**config.mk**
```make
export PLATFORM = sky130hd
export DESIGN_NAME = ifm_top
export DESIGN_NICKNAME = d
export VERILOG_FILES = /design/src/hdl/ifm_pkg.sv /design/src/hdl/ifm_top.sv /design/src/hdl/ifm_fifo.sv
export SDC_FILE = /design/constraint.sdc
export NUM_CORES = 2
export LEC_CHECK = 0
export ABC_AREA = 0
export BUFFER_PORTS_ARGS = -buffer_cell sky130_fd_sc_hd__buf_2
export CORE_ASPECT_RATIO = 0.8
export CORE_UTILIZATION = 65
export CTS_CLUSTER_SIZE = 8
export DETAILED_ROUTE_END_ITERATION = 7
export PLACE_DENSITY_LB_ADDON = 0.12
export SYNTH_ARGS = -nofsm -noshare
export SYNTH_HDL_FRONTEND = slang
export SYNTH_HIERARCHICAL = 1
export SYNTH_SLANG_ARGS = --single-unit
```
**constraint.sdc**
```tcl
create_clock -name aclk -period 21.6 [get_ports aclk]
set_input_delay 2.16 -clock aclk [delete_from_list [all_inputs] [get_ports aclk]]
set_output_delay 2.16 -clock aclk [all_outputs]
set_load 0.01 [all_outputs]
```
**src/hdl/ifm_pkg.sv**
```systemverilog
// constants shared by the interpolation/modulation datapath and its fifo
// assumes a 32-bit axi4-lite register bus and one aclk domain
package ifm_pkg;
  localparam int IFM_SAMPLE_W = 16;
  localparam int IFM_FIFO_DEPTH = 8;
  localparam int IFM_FIFO_W = 2 * IFM_SAMPLE_W;
  localparam int IFM_ADDR_W = 8;
  // register indices; byte address is four times the index
  localparam logic [7:0] IFM_IDX_FILTER_CONFIG = 8'h01;
  localparam logic [7:0] IFM_IDX_DATAPATH_CONFIG = 8'h02;
  localparam logic [7:0] IFM_IDX_STATUS = 8'h03;
  // filter_config fields
  localparam int IFM_INTERP_LSB = 6;
  localparam int IFM_MODE_LSB = 2;
  // datapath_config fields
  localparam int IFM_INTERLEAVE_BIT = 6;
  localparam int IFM_REAL_BIT = 5;
  localparam int IFM_INVSINC_BIT = 3;
  // status fields
  localparam int IFM_ST_UNDERRUN_BIT = 0;
  localparam int IFM_ST_SHIFTED_BIT = 1;
  localparam int IFM_ST_CARRIER_LSB = 2;
  localparam int IFM_ST_RESERVED_BIT = 5;
  localparam logic [7:0] IFM_FILTER_CONFIG_RST = 8'h00;
  localparam logic [7:0] IFM_DATAPATH_CONFIG_RST = 8'h00;
  // interpolation factor codes
  localparam logic [1:0] IFM_INTERP_X1 = 2'h0;
  localparam logic [1:0] IFM_INTERP_X2 = 2'h1;
  localparam logic [1:0] IFM_INTERP_X4 = 2'h2;
  localparam logic [1:0] IFM_INTERP_X8 = 2'h3;
  // highest mode code per factor
  localparam logic [3:0] IFM_MODE_MAX_X2 = 4'h3;
  localparam logic [3:0] IFM_MODE_MAX_X4 = 4'h7;
  // carrier in eighths of the dac rate
  localparam logic [2:0] IFM_CARRIER_DC = 3'h0;
  localparam logic [2:0] IFM_CARRIER_HALF = 3'h4;
  // sqrt(2)/2 in q1.15
  localparam logic signed [16:0] IFM_ROOT_HALF = 17'sh05A82;
  localparam int IFM_ROOT_SHIFT = 15;
  localparam logic [1:0] IFM_RESP_OKAY = 2'h0;
  localparam logic [1:0] IFM_RESP_SLVERR = 2'h2;
endpackage

```
**src/hdl/ifm_top.sv**
```systemverilog
// interpolation and complex modulation datapath with axi4-lite registers
// assumes aclk is the dac sample rate: one output sample per cycle
// Contract
// - interleave set: port 1 words alternate i then q and are steered to the i and q paths in that order.
// - interleave set: each channel path runs at half the port word rate, port rate unchanged.
// - real mode: q path and modulation off, i output is port 1 interpolated by 1, 2, 4 or 8.
// - dual channel: outputs are the input times a complex carrier at dac/2, dac/4 or dac/8.
// - filter_config bits 7:6 select the interpolation factor and bits 5:2 the filter mode.
// - 8x: even codes 0..14 give carriers 0, 1/8 .. 1/2 .. -1/8, odd codes shift the band up 1/16.
// - 4x: even codes 0..6 give carriers 0, 1/4, 1/2, -1/4, odd codes shift the band up 1/8.
// - 2x: 0 dc, 1 dc shifted, 2 half-rate carrier, 3 half-rate shifted.
// - a shifted mode moves only the pass band, the signal stays where the unshifted mode puts it.
// - complex input can be moved into positive or negative nyquist regions of the dac rate.
// - i and q stay uncoupled only for dc and the half-rate carrier, all others cross-mix i and q.
// - modulation sits in the interpolation chain, offset a multiple of the input rate.
//
// Design decision made here: the AXI4-Lite register port.
`timescale 1ns/100ps
module ifm_top
  import ifm_pkg::*;
(
  input wire logic aclk,
  input wire logic aresetn,
  input wire logic [IFM_ADDR_W-1:0] s_axi_awaddr,
  input wire logic s_axi_awvalid,
  output logic s_axi_awready,
  input wire logic [31:0] s_axi_wdata,
  input wire logic [3:0] s_axi_wstrb,
  input wire logic s_axi_wvalid,
  output logic s_axi_wready,
  output logic [1:0] s_axi_bresp,
  output logic s_axi_bvalid,
  input wire logic s_axi_bready,
  input wire logic [IFM_ADDR_W-1:0] s_axi_araddr,
  input wire logic s_axi_arvalid,
  output logic s_axi_arready,
  output logic [31:0] s_axi_rdata,
  output logic [1:0] s_axi_rresp,
  output logic s_axi_rvalid,
  input wire logic s_axi_rready,
  input wire logic in_valid,
  output logic in_ready,
  input wire logic [IFM_SAMPLE_W-1:0] in_port1,
  input wire logic [IFM_SAMPLE_W-1:0] in_port2,
  output logic [IFM_SAMPLE_W-1:0] dac_i,
  output logic [IFM_SAMPLE_W-1:0] dac_q,
  output logic dac_valid
);
  localparam logic [IFM_ADDR_W-1:0] ADDR_FILTER = IFM_ADDR_W'({IFM_IDX_FILTER_CONFIG, 2'h0});
  localparam logic [IFM_ADDR_W-1:0] ADDR_DATAPATH = IFM_ADDR_W'({IFM_IDX_DATAPATH_CONFIG, 2'h0});
  localparam logic [IFM_ADDR_W-1:0] ADDR_STATUS = IFM_ADDR_W'({IFM_IDX_STATUS, 2'h0});

  // carrier in eighths, shifted flag, reserved flag
  function automatic logic [4:0] decode_mode(input logic [1:0] interp, input logic [3:0] mode);
    logic [4:0] res;
    res = {2'b00, IFM_CARRIER_DC};
    unique case (interp)
      IFM_INTERP_X1: res = {2'b00, IFM_CARRIER_DC};
      IFM_INTERP_X2: begin
        if (mode > IFM_MODE_MAX_X2) begin
          res = {2'b10, IFM_CARRIER_DC};
        end else begin
          res = {1'b0, mode[0], mode[1] ? IFM_CARRIER_HALF : IFM_CARRIER_DC};
        end
      end
      IFM_INTERP_X4: begin
        if (mode > IFM_MODE_MAX_X4) begin
          res = {2'b10, IFM_CARRIER_DC};
        end else begin
          res = {1'b0, mode[0], mode[2:1], 1'b0};
        end
      end
      IFM_INTERP_X8: res = {1'b0, mode[0], mode[3:1]};
    endcase
    return res;
  endfunction

  function automatic logic [IFM_SAMPLE_W-1:0] sat(input logic signed [17:0] v);
    logic [IFM_SAMPLE_W-1:0] o;
    if (v > 18'sd32767) begin
      o = 16'h7FFF;
    end else if (v < -18'sd32768) begin
      o = 16'h8000;
    end else begin
      o = v[15:0];
    end
    return o;
  endfunction

  function automatic logic signed [17:0] root_half(input logic signed [17:0] v);
    logic signed [34:0] p;
    p = v * IFM_ROOT_HALF;
    return p[IFM_ROOT_SHIFT+17:IFM_ROOT_SHIFT];
  endfunction

  // cos(a)*x + sin(a)*y, angle a in eighths of a turn
  function automatic logic [IFM_SAMPLE_W-1:0] mix(input logic [2:0] a, input logic signed [17:0] x,
                                                  input logic signed [17:0] y);
    logic signed [17:0] v;
    v = x;
    unique case (a)
      3'h0: v = x;
      3'h1: v = root_half(x + y);
      3'h2: v = y;
      3'h3: v = root_half(y - x);
      3'h4: v = -x;
      3'h5: v = -root_half(x + y);
      3'h6: v = -y;
      3'h7: v = root_half(x - y);
    endcase
    return sat(v);
  endfunction

  logic [7:0] filter_config_r;
  logic [7:0] datapath_config_r;
  logic underrun_r;
  logic started_r;
  logic aw_held_r;
  logic w_held_r;
  logic [IFM_ADDR_W-1:0] awaddr_r;
  logic [31:0] wdata_r;
  logic wstrb0_r;
  logic [2:0] cnt_r;
  logic [2:0] phase_r;
  logic il_sel_r;
  logic [IFM_SAMPLE_W-1:0] pend_i_r;
  logic [IFM_SAMPLE_W-1:0] hold_i_r;
  logic [IFM_SAMPLE_W-1:0] hold_q_r;
  logic hold_valid_r;
  logic fifo_s_ready;
  logic fifo_m_valid;
  logic [IFM_FIFO_W-1:0] fifo_m_data;
  logic take_slot;
  logic pop;
  logic do_write;
  logic clr_underrun;
  logic [1:0] interp;
  logic [4:0] dec;
  logic [2:0] carrier;
  logic [2:0] last_cnt;
  logic [2:0] angle;
  logic [5:0] angle_full;
  logic interleave;
  logic real_mode;
  logic [IFM_SAMPLE_W-1:0] word_p1;
  logic [IFM_SAMPLE_W-1:0] word_p2;
  logic [7:0] status;

  assign interp = filter_config_r[IFM_INTERP_LSB +: 2];
  assign dec = decode_mode(interp, filter_config_r[IFM_MODE_LSB +: 4]);
  assign carrier = dec[2:0];
  assign interleave = datapath_config_r[IFM_INTERLEAVE_BIT];
  assign real_mode = datapath_config_r[IFM_REAL_BIT];
  assign last_cnt = 3'((4'h1 << interp) - 4'h1);
  assign take_slot = (cnt_r == 3'h0);
  assign pop = take_slot && fifo_m_valid;
  assign word_p1 = fifo_m_data[IFM_SAMPLE_W-1:0];
  assign word_p2 = fifo_m_data[IFM_FIFO_W-1:IFM_SAMPLE_W];
  // carrier phase advances once per dac sample, so offsets are multiples of the input rate
  assign angle_full = carrier * phase_r;
  assign angle = angle_full[2:0];
  // shifted flag only reported: the carrier ignores it, so the signal does not move
  assign status = {2'b00, dec[4], carrier, dec[3], underrun_r};

  ifm_fifo #(
    .WIDTH(IFM_FIFO_W),
    .DEPTH(IFM_FIFO_DEPTH)
  ) u_fifo (
    .aclk(aclk),
    .aresetn(aresetn),
    .s_valid(in_valid),
    .s_ready(fifo_s_ready),
    .s_data({in_port2, in_port1}),
    .m_valid(fifo_m_valid),
    .m_ready(take_slot),
    .m_data(fifo_m_data)
  );

  // registered fifo ready, low for a cycle after each accepted word, so the port comes from a flop
  always_ff @(posedge aclk) begin
    if (!aresetn) begin
      in_ready <= 1'b0;
    end else begin
      in_ready <= fifo_s_ready && !(in_valid && in_ready);
    end
  end

  // input rate divider: one word slot every 1, 2, 4 or 8 dac cycles
  always_ff @(posedge aclk) begin
    if (!aresetn) begin
      cnt_r <= 3'h0;
      phase_r <= 3'h0;
    end else begin
      cnt_r <= (cnt_r >= last_cnt) ? 3'h0 : cnt_r + 3'h1;
      phase_r <= phase_r + 3'h1;
    end
  end

  // word capture and lane steering
  always_ff @(posedge aclk) begin
    if (!aresetn) begin
      il_sel_r <= 1'b0;
      pend_i_r <= '0;
      hold_i_r <= '0;
      hold_q_r <= '0;
      hold_valid_r <= 1'b0;
    end else if (pop) begin
      if (real_mode) begin
        hold_i_r <= word_p1;
        hold_q_r <= '0;
        hold_valid_r <= 1'b1;
        il_sel_r <= 1'b0;
      end else if (interleave) begin
        il_sel_r <= !il_sel_r;
        if (!il_sel_r) begin
          pend_i_r <= word_p1;
        end else begin
          // pair lands together, so each lane updates every second slot
          hold_i_r <= pend_i_r;
          hold_q_r <= word_p1;
          hold_valid_r <= 1'b1;
        end
      end else begin
        hold_i_r <= word_p1;
        hold_q_r <= word_p2;
        hold_valid_r <= 1'b1;
        il_sel_r <= 1'b0;
      end
    end
  end

  // output stage: sample held across the slot, rotated by the carrier each dac cycle outside real mode
  always_ff @(posedge aclk) begin
    if (!aresetn) begin
      dac_i <= '0;
      dac_q <= '0;
      dac_valid <= 1'b0;
    end else begin
      dac_valid <= hold_valid_r;
      if (real_mode) begin
        dac_i <= hold_i_r;
        dac_q <= '0;
      end else begin
        // half-rate angles are 0 or 4 only, so no cross terms appear
        dac_i <= mix(angle, 18'(signed'(hold_i_r)), 18'(signed'(hold_q_r)));
        dac_q <= mix(angle, 18'(signed'(hold_q_r)), -18'(signed'(hold_i_r)));
      end
    end
  end

  // underrun: slot found fifo empty after data began; set wins over clear
  assign clr_underrun = do_write && awaddr_r == ADDR_STATUS && wstrb0_r && wdata_r[IFM_ST_UNDERRUN_BIT];
  always_ff @(posedge aclk) begin
    if (!aresetn) begin
      underrun_r <= 1'b0;
      started_r <= 1'b0;
    end else begin
      if (pop) begin
        started_r <= 1'b1;
      end
      if (take_slot && !fifo_m_valid && started_r) begin
        underrun_r <= 1'b1;
      end else if (clr_underrun) begin
        underrun_r <= 1'b0;
      end
    end
  end

  // axi write channel: address and data taken in either order
  assign do_write = aw_held_r && w_held_r && !s_axi_bvalid;
  always_ff @(posedge aclk) begin
    if (!aresetn) begin
      aw_held_r <= 1'b0;
      w_held_r <= 1'b0;
      awaddr_r <= '0;
      wdata_r <= '0;
      wstrb0_r <= 1'b0;
      s_axi_awready <= 1'b1;
      s_axi_wready <= 1'b1;
      s_axi_bvalid <= 1'b0;
      s_axi_bresp <= IFM_RESP_OKAY;
    end else begin
      if (s_axi_awvalid && s_axi_awready) begin
        aw_held_r <= 1'b1;
        awaddr_r <= s_axi_awaddr;
        s_axi_awready <= 1'b0;
      end
      if (s_axi_wvalid && s_axi_wready) begin
        w_held_r <= 1'b1;
        wdata_r <= s_axi_wdata;
        wstrb0_r <= s_axi_wstrb[0];
        s_axi_wready <= 1'b0;
      end
      if (do_write) begin
        aw_held_r <= 1'b0;
        w_held_r <= 1'b0;
        s_axi_bvalid <= 1'b1;
        s_axi_bresp <= (awaddr_r == ADDR_FILTER || awaddr_r == ADDR_DATAPATH || awaddr_r == ADDR_STATUS) ?
                       IFM_RESP_OKAY : IFM_RESP_SLVERR;
      end
      if (s_axi_bvalid && s_axi_bready) begin
        s_axi_bvalid <= 1'b0;
        s_axi_awready <= 1'b1;
        s_axi_wready <= 1'b1;
      end
    end
  end

  // configuration registers, low byte lane only
  always_ff @(posedge aclk) begin
    if (!aresetn) begin
      filter_config_r <= IFM_FILTER_CONFIG_RST;
      datapath_config_r <= IFM_DATAPATH_CONFIG_RST;
    end else if (do_write && wstrb0_r) begin
      if (awaddr_r == ADDR_FILTER) begin
        filter_config_r <= wdata_r[7:0];
      end
      if (awaddr_r == ADDR_DATAPATH) begin
        datapath_config_r <= wdata_r[7:0];
      end
    end
  end

  // axi read channel
  always_ff @(posedge aclk) begin
    if (!aresetn) begin
      s_axi_arready <= 1'b1;
      s_axi_rvalid <= 1'b0;
      s_axi_rdata <= '0;
      s_axi_rresp <= IFM_RESP_OKAY;
    end else begin
      if (s_axi_arvalid && s_axi_arready) begin
        s_axi_arready <= 1'b0;
        s_axi_rvalid <= 1'b1;
        s_axi_rresp <= IFM_RESP_OKAY;
        unique case (s_axi_araddr)
          ADDR_FILTER: s_axi_rdata <= {24'h000000, filter_config_r};
          ADDR_DATAPATH: s_axi_rdata <= {24'h000000, datapath_config_r};
          ADDR_STATUS: s_axi_rdata <= {24'h000000, status};
          default: begin
            s_axi_rdata <= '0;
            s_axi_rresp <= IFM_RESP_SLVERR;
          end
        endcase
      end
      if (s_axi_rvalid && s_axi_rready) begin
        s_axi_rvalid <= 1'b0;
        s_axi_arready <= 1'b1;
      end
    end
  end
endmodule

```
**src/hdl/ifm_fifo.sv**
```systemverilog
// parameterised sample fifo, flip-flop storage, registered full and empty
// assumes one clock and a synchronous active-low reset
`timescale 1ns/100ps
module ifm_fifo #(
  parameter int WIDTH = 32,
  parameter int DEPTH = 8
) (
  input wire logic aclk,
  input wire logic aresetn,
  input wire logic s_valid,
  output logic s_ready,
  input wire logic [WIDTH-1:0] s_data,
  output logic m_valid,
  input wire logic m_ready,
  output logic [WIDTH-1:0] m_data
);
  localparam int AW = $clog2(DEPTH);

  logic [WIDTH-1:0] mem_r [DEPTH];
  logic [AW-1:0] wr_ptr_r;
  logic [AW-1:0] rd_ptr_r;
  logic [AW:0] count_r;
  logic [AW:0] count_nxt;
  logic full_r;
  logic empty_r;
  logic push;
  logic pop;

  assign push = s_valid && !full_r;
  assign pop = m_ready && !empty_r;
  assign s_ready = !full_r;
  assign m_valid = !empty_r;
  assign m_data = mem_r[rd_ptr_r];

  always_comb begin
    count_nxt = count_r;
    if (push && !pop) begin
      count_nxt = count_r + (AW+1)'(1);
    end else if (pop && !push) begin
      count_nxt = count_r - (AW+1)'(1);
    end
  end

  always_ff @(posedge aclk) begin
    if (push) begin
      mem_r[wr_ptr_r] <= s_data;
    end
  end

  always_ff @(posedge aclk) begin
    if (!aresetn) begin
      wr_ptr_r <= '0;
      rd_ptr_r <= '0;
      count_r <= '0;
      full_r <= 1'b0;
      empty_r <= 1'b1;
    end else begin
      if (push) begin
        wr_ptr_r <= (wr_ptr_r == AW'(DEPTH - 1)) ? '0 : wr_ptr_r + AW'(1);
      end
      if (pop) begin
        rd_ptr_r <= (rd_ptr_r == AW'(DEPTH - 1)) ? '0 : rd_ptr_r + AW'(1);
      end
      count_r <= count_nxt;
      full_r <= (count_nxt == (AW+1)'(DEPTH));
      empty_r <= (count_nxt == '0);
    end
  end
endmodule

```
# After elaboration in Yosys (flattened, before gate mapping)

Memories as Yosys holds them, arrays and structs flattened. A register that Yosys moved wholly into a read port is not among the register bits.
Cells that the tools add are included.

Multipliers: 7
Magnitude comparators: 7
Reduce and logical (&&, ||, !) cells: 44
Equality and inequality tests: 20
Bitwise gates (word level): 3
$add $sub $neg: 18
Shifts and indexed selects: 1
Multiplexer cells: 39

Operators with widths:

| kind                   | count |
|---|---|
| $pmux 18 s8            | 2 |
| $mux 16                | 10 |
| $mul 17x15->32 const B | 3 |
| $mul 18x15->32 const B | 3 |
| $mux 18                | 4 |
| $neg 18->18            | 3 |
| $gt 18x16->1 const B   | 2 |
| $lt 18x16->1 const B   | 2 |
| $neg 16->18            | 2 |
| $sub 16x16->17         | 2 |
| $eq 8x4->1 const B     | 4 |
| $pmux 8 s3             | 1 |
| $pmux 5 s4             | 1 |
| $logic_and 1x1->1      | 19 |
| $add 16x18->18         | 1 |
| $eq 3x3->1 const B     | 6 |
| $sub 16x18->18         | 1 |
| $sub 18x16->18         | 1 |
| $add 16x16->17         | 1 |
| $eq 8x3->1 const B     | 2 |
| $mux 15                | 1 |
| $mux 3                 | 5 |
| $add 3x1->3 const B    | 4 |
| $mux 5                 | 2 |
| other kinds (28)       | 57 |

Input bits: 92
Word-level logic and storage cells: 174
Output and inout bits: 75
Flip-flop bits (word level): 180
RAM bits: 256
Memories kept: 1

Memory list:

| memory       | words | width | rd ports | clocked after memory_dff | write ports | RTL line       | RTL |
|---|---|---|---|---|---|---|---|
| u_fifo.mem_r | 8     | 32    | 1        | 1                        | 1           | ifm_fifo.sv:19 | `logic [WIDTH-1:0] mem_r [DEPTH];` |

# Longest topological paths before layout

Depth after elaboration: 12
Gate-level depth with buffers: 44
Gate-level depth less buffers: 40

# Cells and area by module

Netlist, hierarchy kept.

By module, submodules not included:

| module   | seq. area each (µm²) | instances | area an instance (µm²) | cells an instance |
|---|---|---|---|---|
| ifm_top  | 2842.7               | 1         | 38355.5                | 4450 |
| ifm_fifo | 7987.7               | 1         | 10490.1                | 454 |

# Least setup slack after synthesis

Ideal clock, no wire load.

Path type: reg2reg
Start point: register hold_i_r[1]
End point: register dac_q[4]
Data required time: 21.513 ns
Arrival time: 10.741 ns
Slack: 10.772 ns
Period minus slack after synthesis: 10.828 ns
Setup time: 0.087 ns
Stages on the path, launching flop included: 41
Cells stage by stage: dfxtp_1 > clkbuf_1 > inv_1 > ha_1 > clkbuf_1 > nor3b_1 > nand3_1 > or3_1 > xnor2_1 > ha_1 > clkbuf_1 > inv_1 > a21o_1 > a41oi_1 > o21bai_1 > o221a_2 > nor2_1 > o21bai_1 > [... 5 more ...] > fa_1 > fa_1 > fa_1 > ha_1 > ha_1 > and4_1 > and2_1 > a41oi_1 > o221ai_1 > a31o_2 > xor2_1 > or4_4 > o21ai_0 > xor2_1 > o2111a_1 > a2111o_1 > buf_6 > o31ai_1

Cells in the longest elaborated chain, start to end: 10
Elaborated cells on any way between the ends: 16

Ends and longest elaborated chain:

| item                   | RTL line                       | RTL |
|---|---|---|
| start, declared        | ifm_top.sv:127                 | `logic [IFM_SAMPLE_W-1:0] hold_i_r;` |
| start signal, assigned | ifm_top.sv:209                 | `hold_i_r <= word_p1;` |
| start signal, assigned | ifm_top.sv:219                 | `hold_i_r <= pend_i_r;` |
| start signal, assigned | ifm_top.sv:224                 | `hold_i_r <= word_p1;` |
| $neg 16->18 (*)        | ifm_top.sv:246                 | `dac_q <= mix(angle, 18'(signed'(hold_q_r)), -18'(signed'(hold_i_r)));` |
| $add 16x18->18         | ifm_top.sv:103, ifm_top.sv:107 |  |
| $mul 18x15->32         | ifm_top.sv:92                  | `p = v * IFM_ROOT_HALF;` |
| $neg 18->18            | ifm_top.sv:107                 | `3'h5: v = -root_half(x + y);` |
| $pmux 18 s8 (*)        | ifm_top.sv:101                 | `unique case (a)` |
| $mux 18 (*)            | ifm_top.sv:240                 | `if (real_mode) begin` |
| $mux 18 (*)            | ifm_top.sv:234                 | `if (!aresetn) begin` |
| $lt 18x16->1           | ifm_top.sv:82                  | `end else if (v < -18'sd32768) begin` |
| $mux 16                | ifm_top.sv:82                  |  |
| $mux 15 (*)            | ifm_top.sv:80                  | `if (v > 18'sd32767) begin` |
| end signal, assigned   | ifm_top.sv:246                 |  |
| end, declared          | ifm_top.sv:46                  | `output logic [IFM_SAMPLE_W-1:0] dac_q,` |

Mark *: on every way between the ends. The rest lies on a longest branch, timed or not. The select of a mux whose other input is x is not followed.
A chain may end at the register's enable or synchronous reset.

# Final worst setup path

Start point: register hold_i_r[1]
End point: register dac_q[8]

The elaborated chain is that of the path after synthesis.

==> impl_metrics.yaml <==
status:
  outcome: "finished, final reports clean"
route:
  finalWirelength_um: 142000
  drc: 0
  vias: 37200
  dr.pass1.iters: 7
  final_antenna_net_count: 0
  drt_iter0_drc: 3829
  post_drt_wl_per_cell_um: 23.5
  vias_per_cell: 6.16
sta:
  fmax_ghz: 0.0783
  slew_headroom_pct: 16.4
  tightest_slew_ns: 1.25
  fin_crit_ns: 12.77
  fin_ws_ns: 8.83
  rsz0062_at_grt: "no"
  hold_viol_final: 0
  fin_hold_ws_ns: 0.457
  setup_tns_ns: 0
  finClkSkew_ns: 0.0212
  fin_crit_sh_pct: 59.1
  slew_violations: 0
  finalSetupViolCount: 0
placed_design:
  dp_slack_ns: 9.33
  gp_congestion: 1.05
  port_buffers: 113
  dp_hpwl_um: 109000
synth:
  ys_seq_area_share_pct: 22.2
  synth_top_area_share_pct: 22.3
  yosysMostFrequentCell: "ha_1"
  synth_top_area_cell: "ha_1"
  avgSynthCellArea_um2: 9.96
  ys_seq_elements: 413
  synth_edf_count: 256
  synth_area_um2: 48800
  synthCells: 4904
  synthTopCellsByCount: "870 x ha_1, 830 x inv_1, 388 x fa_1, 274 x nand2_1, 256 x edfxtp_1"
  async_flop_share_pct: 0
  synth_flop_cell: "edfxtp_1"
  synthTopCellsByArea: "ha_1 22%, fa_1 16%, edfxtp_1 16%"
  synth_cell_types: 98
  ys_warn_count: 6
global_route:
  gr-usage-met3_pct: 6.92
  grt.busiest_layer: "met2"
  grt_usage_pct: 37.6
  antenna_found_initial: 4
  grt_use_met2_pct: 58.5
  grt_max_degree: 71
  grt_pass1_wl_um: 216000
  overflow: 0
  grt_pass1_vias: 36300
  grt_util_met1_pct: 53.6
clock_network:
  cts.hold.buffers_added: 0
  postCtsSetupRepairBufs: 0
  cts_tree: "built"
  cts_resized: 0
  path_clk_slew_ns: 0.05
  h-tree-depth: 2
  clk_path_buf_depth: 3
  numCtsBuffers: 57
  clkLatencyLatePin_ns: 0.62
  numClockSinks: 413
  cts_root_buf: "clkbuf_16"
finish:
  regArea_um2: 10800
  final_nets: 6354
  multi_input_area_um2: 34300
  fillCellCount: 5493
  drive_gt1_share_pct: 7.32
  areaGrowthSynthToFinish_pct: 6.88
critical_path:
  reg2reg_from: "hold_i_r[1]$_SDFFE_PN0P_"
  r2r_cells: 38
  crit_path_end: "dac_q[8]$_SDFF_PP0_"
  path_buf_inv: 5
  cp-end-kind: "flip-flop"
  startpoint: "hold_i_r[1]$_SDFFE_PN0P_"
  r2r_slack_ns: 8.83
  cp.depth: 38
  r2r-end: "dac_q[8]$_SDFF_PP0_"
  worstSetupPathType: "flip-flop to flip-flop"
  worstPathRequired_ns: 22.06
  cpPeakStageDelay_ns: 0.78
  critPathArrivalTime_ns: 13.23
  slowest_stage: "ha_1"
  start_kind: "flip-flop"
  path_delay_family: "adder cells"
  path_max_fanout: 15
floorplan:
  initial_core_util_pct: 66.0
  die_w_um: 308
  die_y_um: 247
  ioPinCount: 167
  die_area_um2: 76300
  num_rows: 89
  core_um2: 74100
min_path:
  hold_path_depth: 1
  hold_path.class: "flip-flop to flip-flop"
run:
  cap_violations: 0
[final cells by class]
class / instances / share of cell area (%)
repair buffers: 188 / 2.17
flip-flops and latches: 413 / 20.8
well taps: 1001 / 2.40
clock inverters: 3 / 0.146
diodes: 2 / 0.00959
inverters: 835 / 6.00
multi-input cells: 3509 / 65.6
clock buffers: 77 / 2.90
[how the worst min path moves through the flow]
stage / from / endpoint / slack [ns]
global route: pend_i_r[3]$_SDFFE_PN0P_ / pend_i_r[3]$_SDFFE_PN0P_ / 0.48
CTS: in_ready$_SDFF_PN0_ / in_ready$_SDFF_PN0_ / 0.46
detailed placement: in_ready$_SDFF_PN0_ / in_ready$_SDFF_PN0_ / 0.44
finish: in_ready$_SDFF_PN0_ / in_ready$_SDFF_PN0_ / 0.46
global placement: in_ready$_SDFF_PN0_ / in_ready$_SDFF_PN0_ / 0.41
floorplan: cnt_r[0]$_SDFF_PP0_ / cnt_r[0]$_SDFF_PP0_ / 0.42
[flip-flops by register name, summed over array words and instances (netlist names), 3 cells and up, named ones only]
register	count
awaddr_r	8
cnt_r	3
dac_i	16
dac_q	16
datapath_config_r	8
filter_config_r	8
hold_i_r	16
hold_q_r	16
pend_i_r	16
phase_r	3
s_axi_rdata	8
u_fifo/count_r	4
u_fifo/mem_r	256
u_fifo/rd_ptr_r	3
u_fifo/wr_ptr_r	3
wdata_r	8
[cell families after synthesis]
group           Yosys count  synth area share, %
flops                   413                 22.2
mux                     162                 5.36
fa+ha+maj              1259                 38.2
other cells               1              0.00768
compound gates          879                 12.0
simple gates            903                 9.10
xor+xnor                280                 5.02
buf+inv                1007                 8.11
[per-layer routing]
layer  up-vias  part of all wire, %
li1      17000                    -
met3       281                  9.4
met4         0                  3.0
met2      1687                   44
met5         -                    0
met1     18200                   44
[stage by stage]
stage	area, um2	utilization, %	instances
after floorplan	48900	-	4929
after global placement	50600	68.3	5946
after detailed placement	50600	68.3	5946
after CTS	52200	70.5	6026
after global routing	52200	70.5	6027
final	52200	70.5	6028
[cell usage in the layout, fill, tap and decap left out, types with 60 or more instances in the layout]
cell      count
ha_1        870
inv_1       830
fa_1        388
nand2_1     274
edfxtp_1    256
a21oi_1     212
xnor2_1     194
nor2_1      193
o21ai_0     182
dfxtp_1     155
buf_2       112
xor2_1       82
buf_4        76
nand3_1      73
a21o_1       69
nor3_1       64
mux2i_1      60
[worst reg2reg max path, delay by kind of cell (launching register included)]
family / cells / cell delay [ns]
adder cells (fa/ha/maj): 9 / 4.26
AO/OA/AOI/OAI: 12 / 3.69
AND/OR/NAND/NOR: 9 / 2.37
XOR/XNOR: 3 / 0.98
buffers and inverters: 5 / 0.88
flip-flops: 1 / 0.46
Power is left out: the tool's default activity adds up to more than one toggle a clock period on the data nets, which glitch-free logic cannot reach.
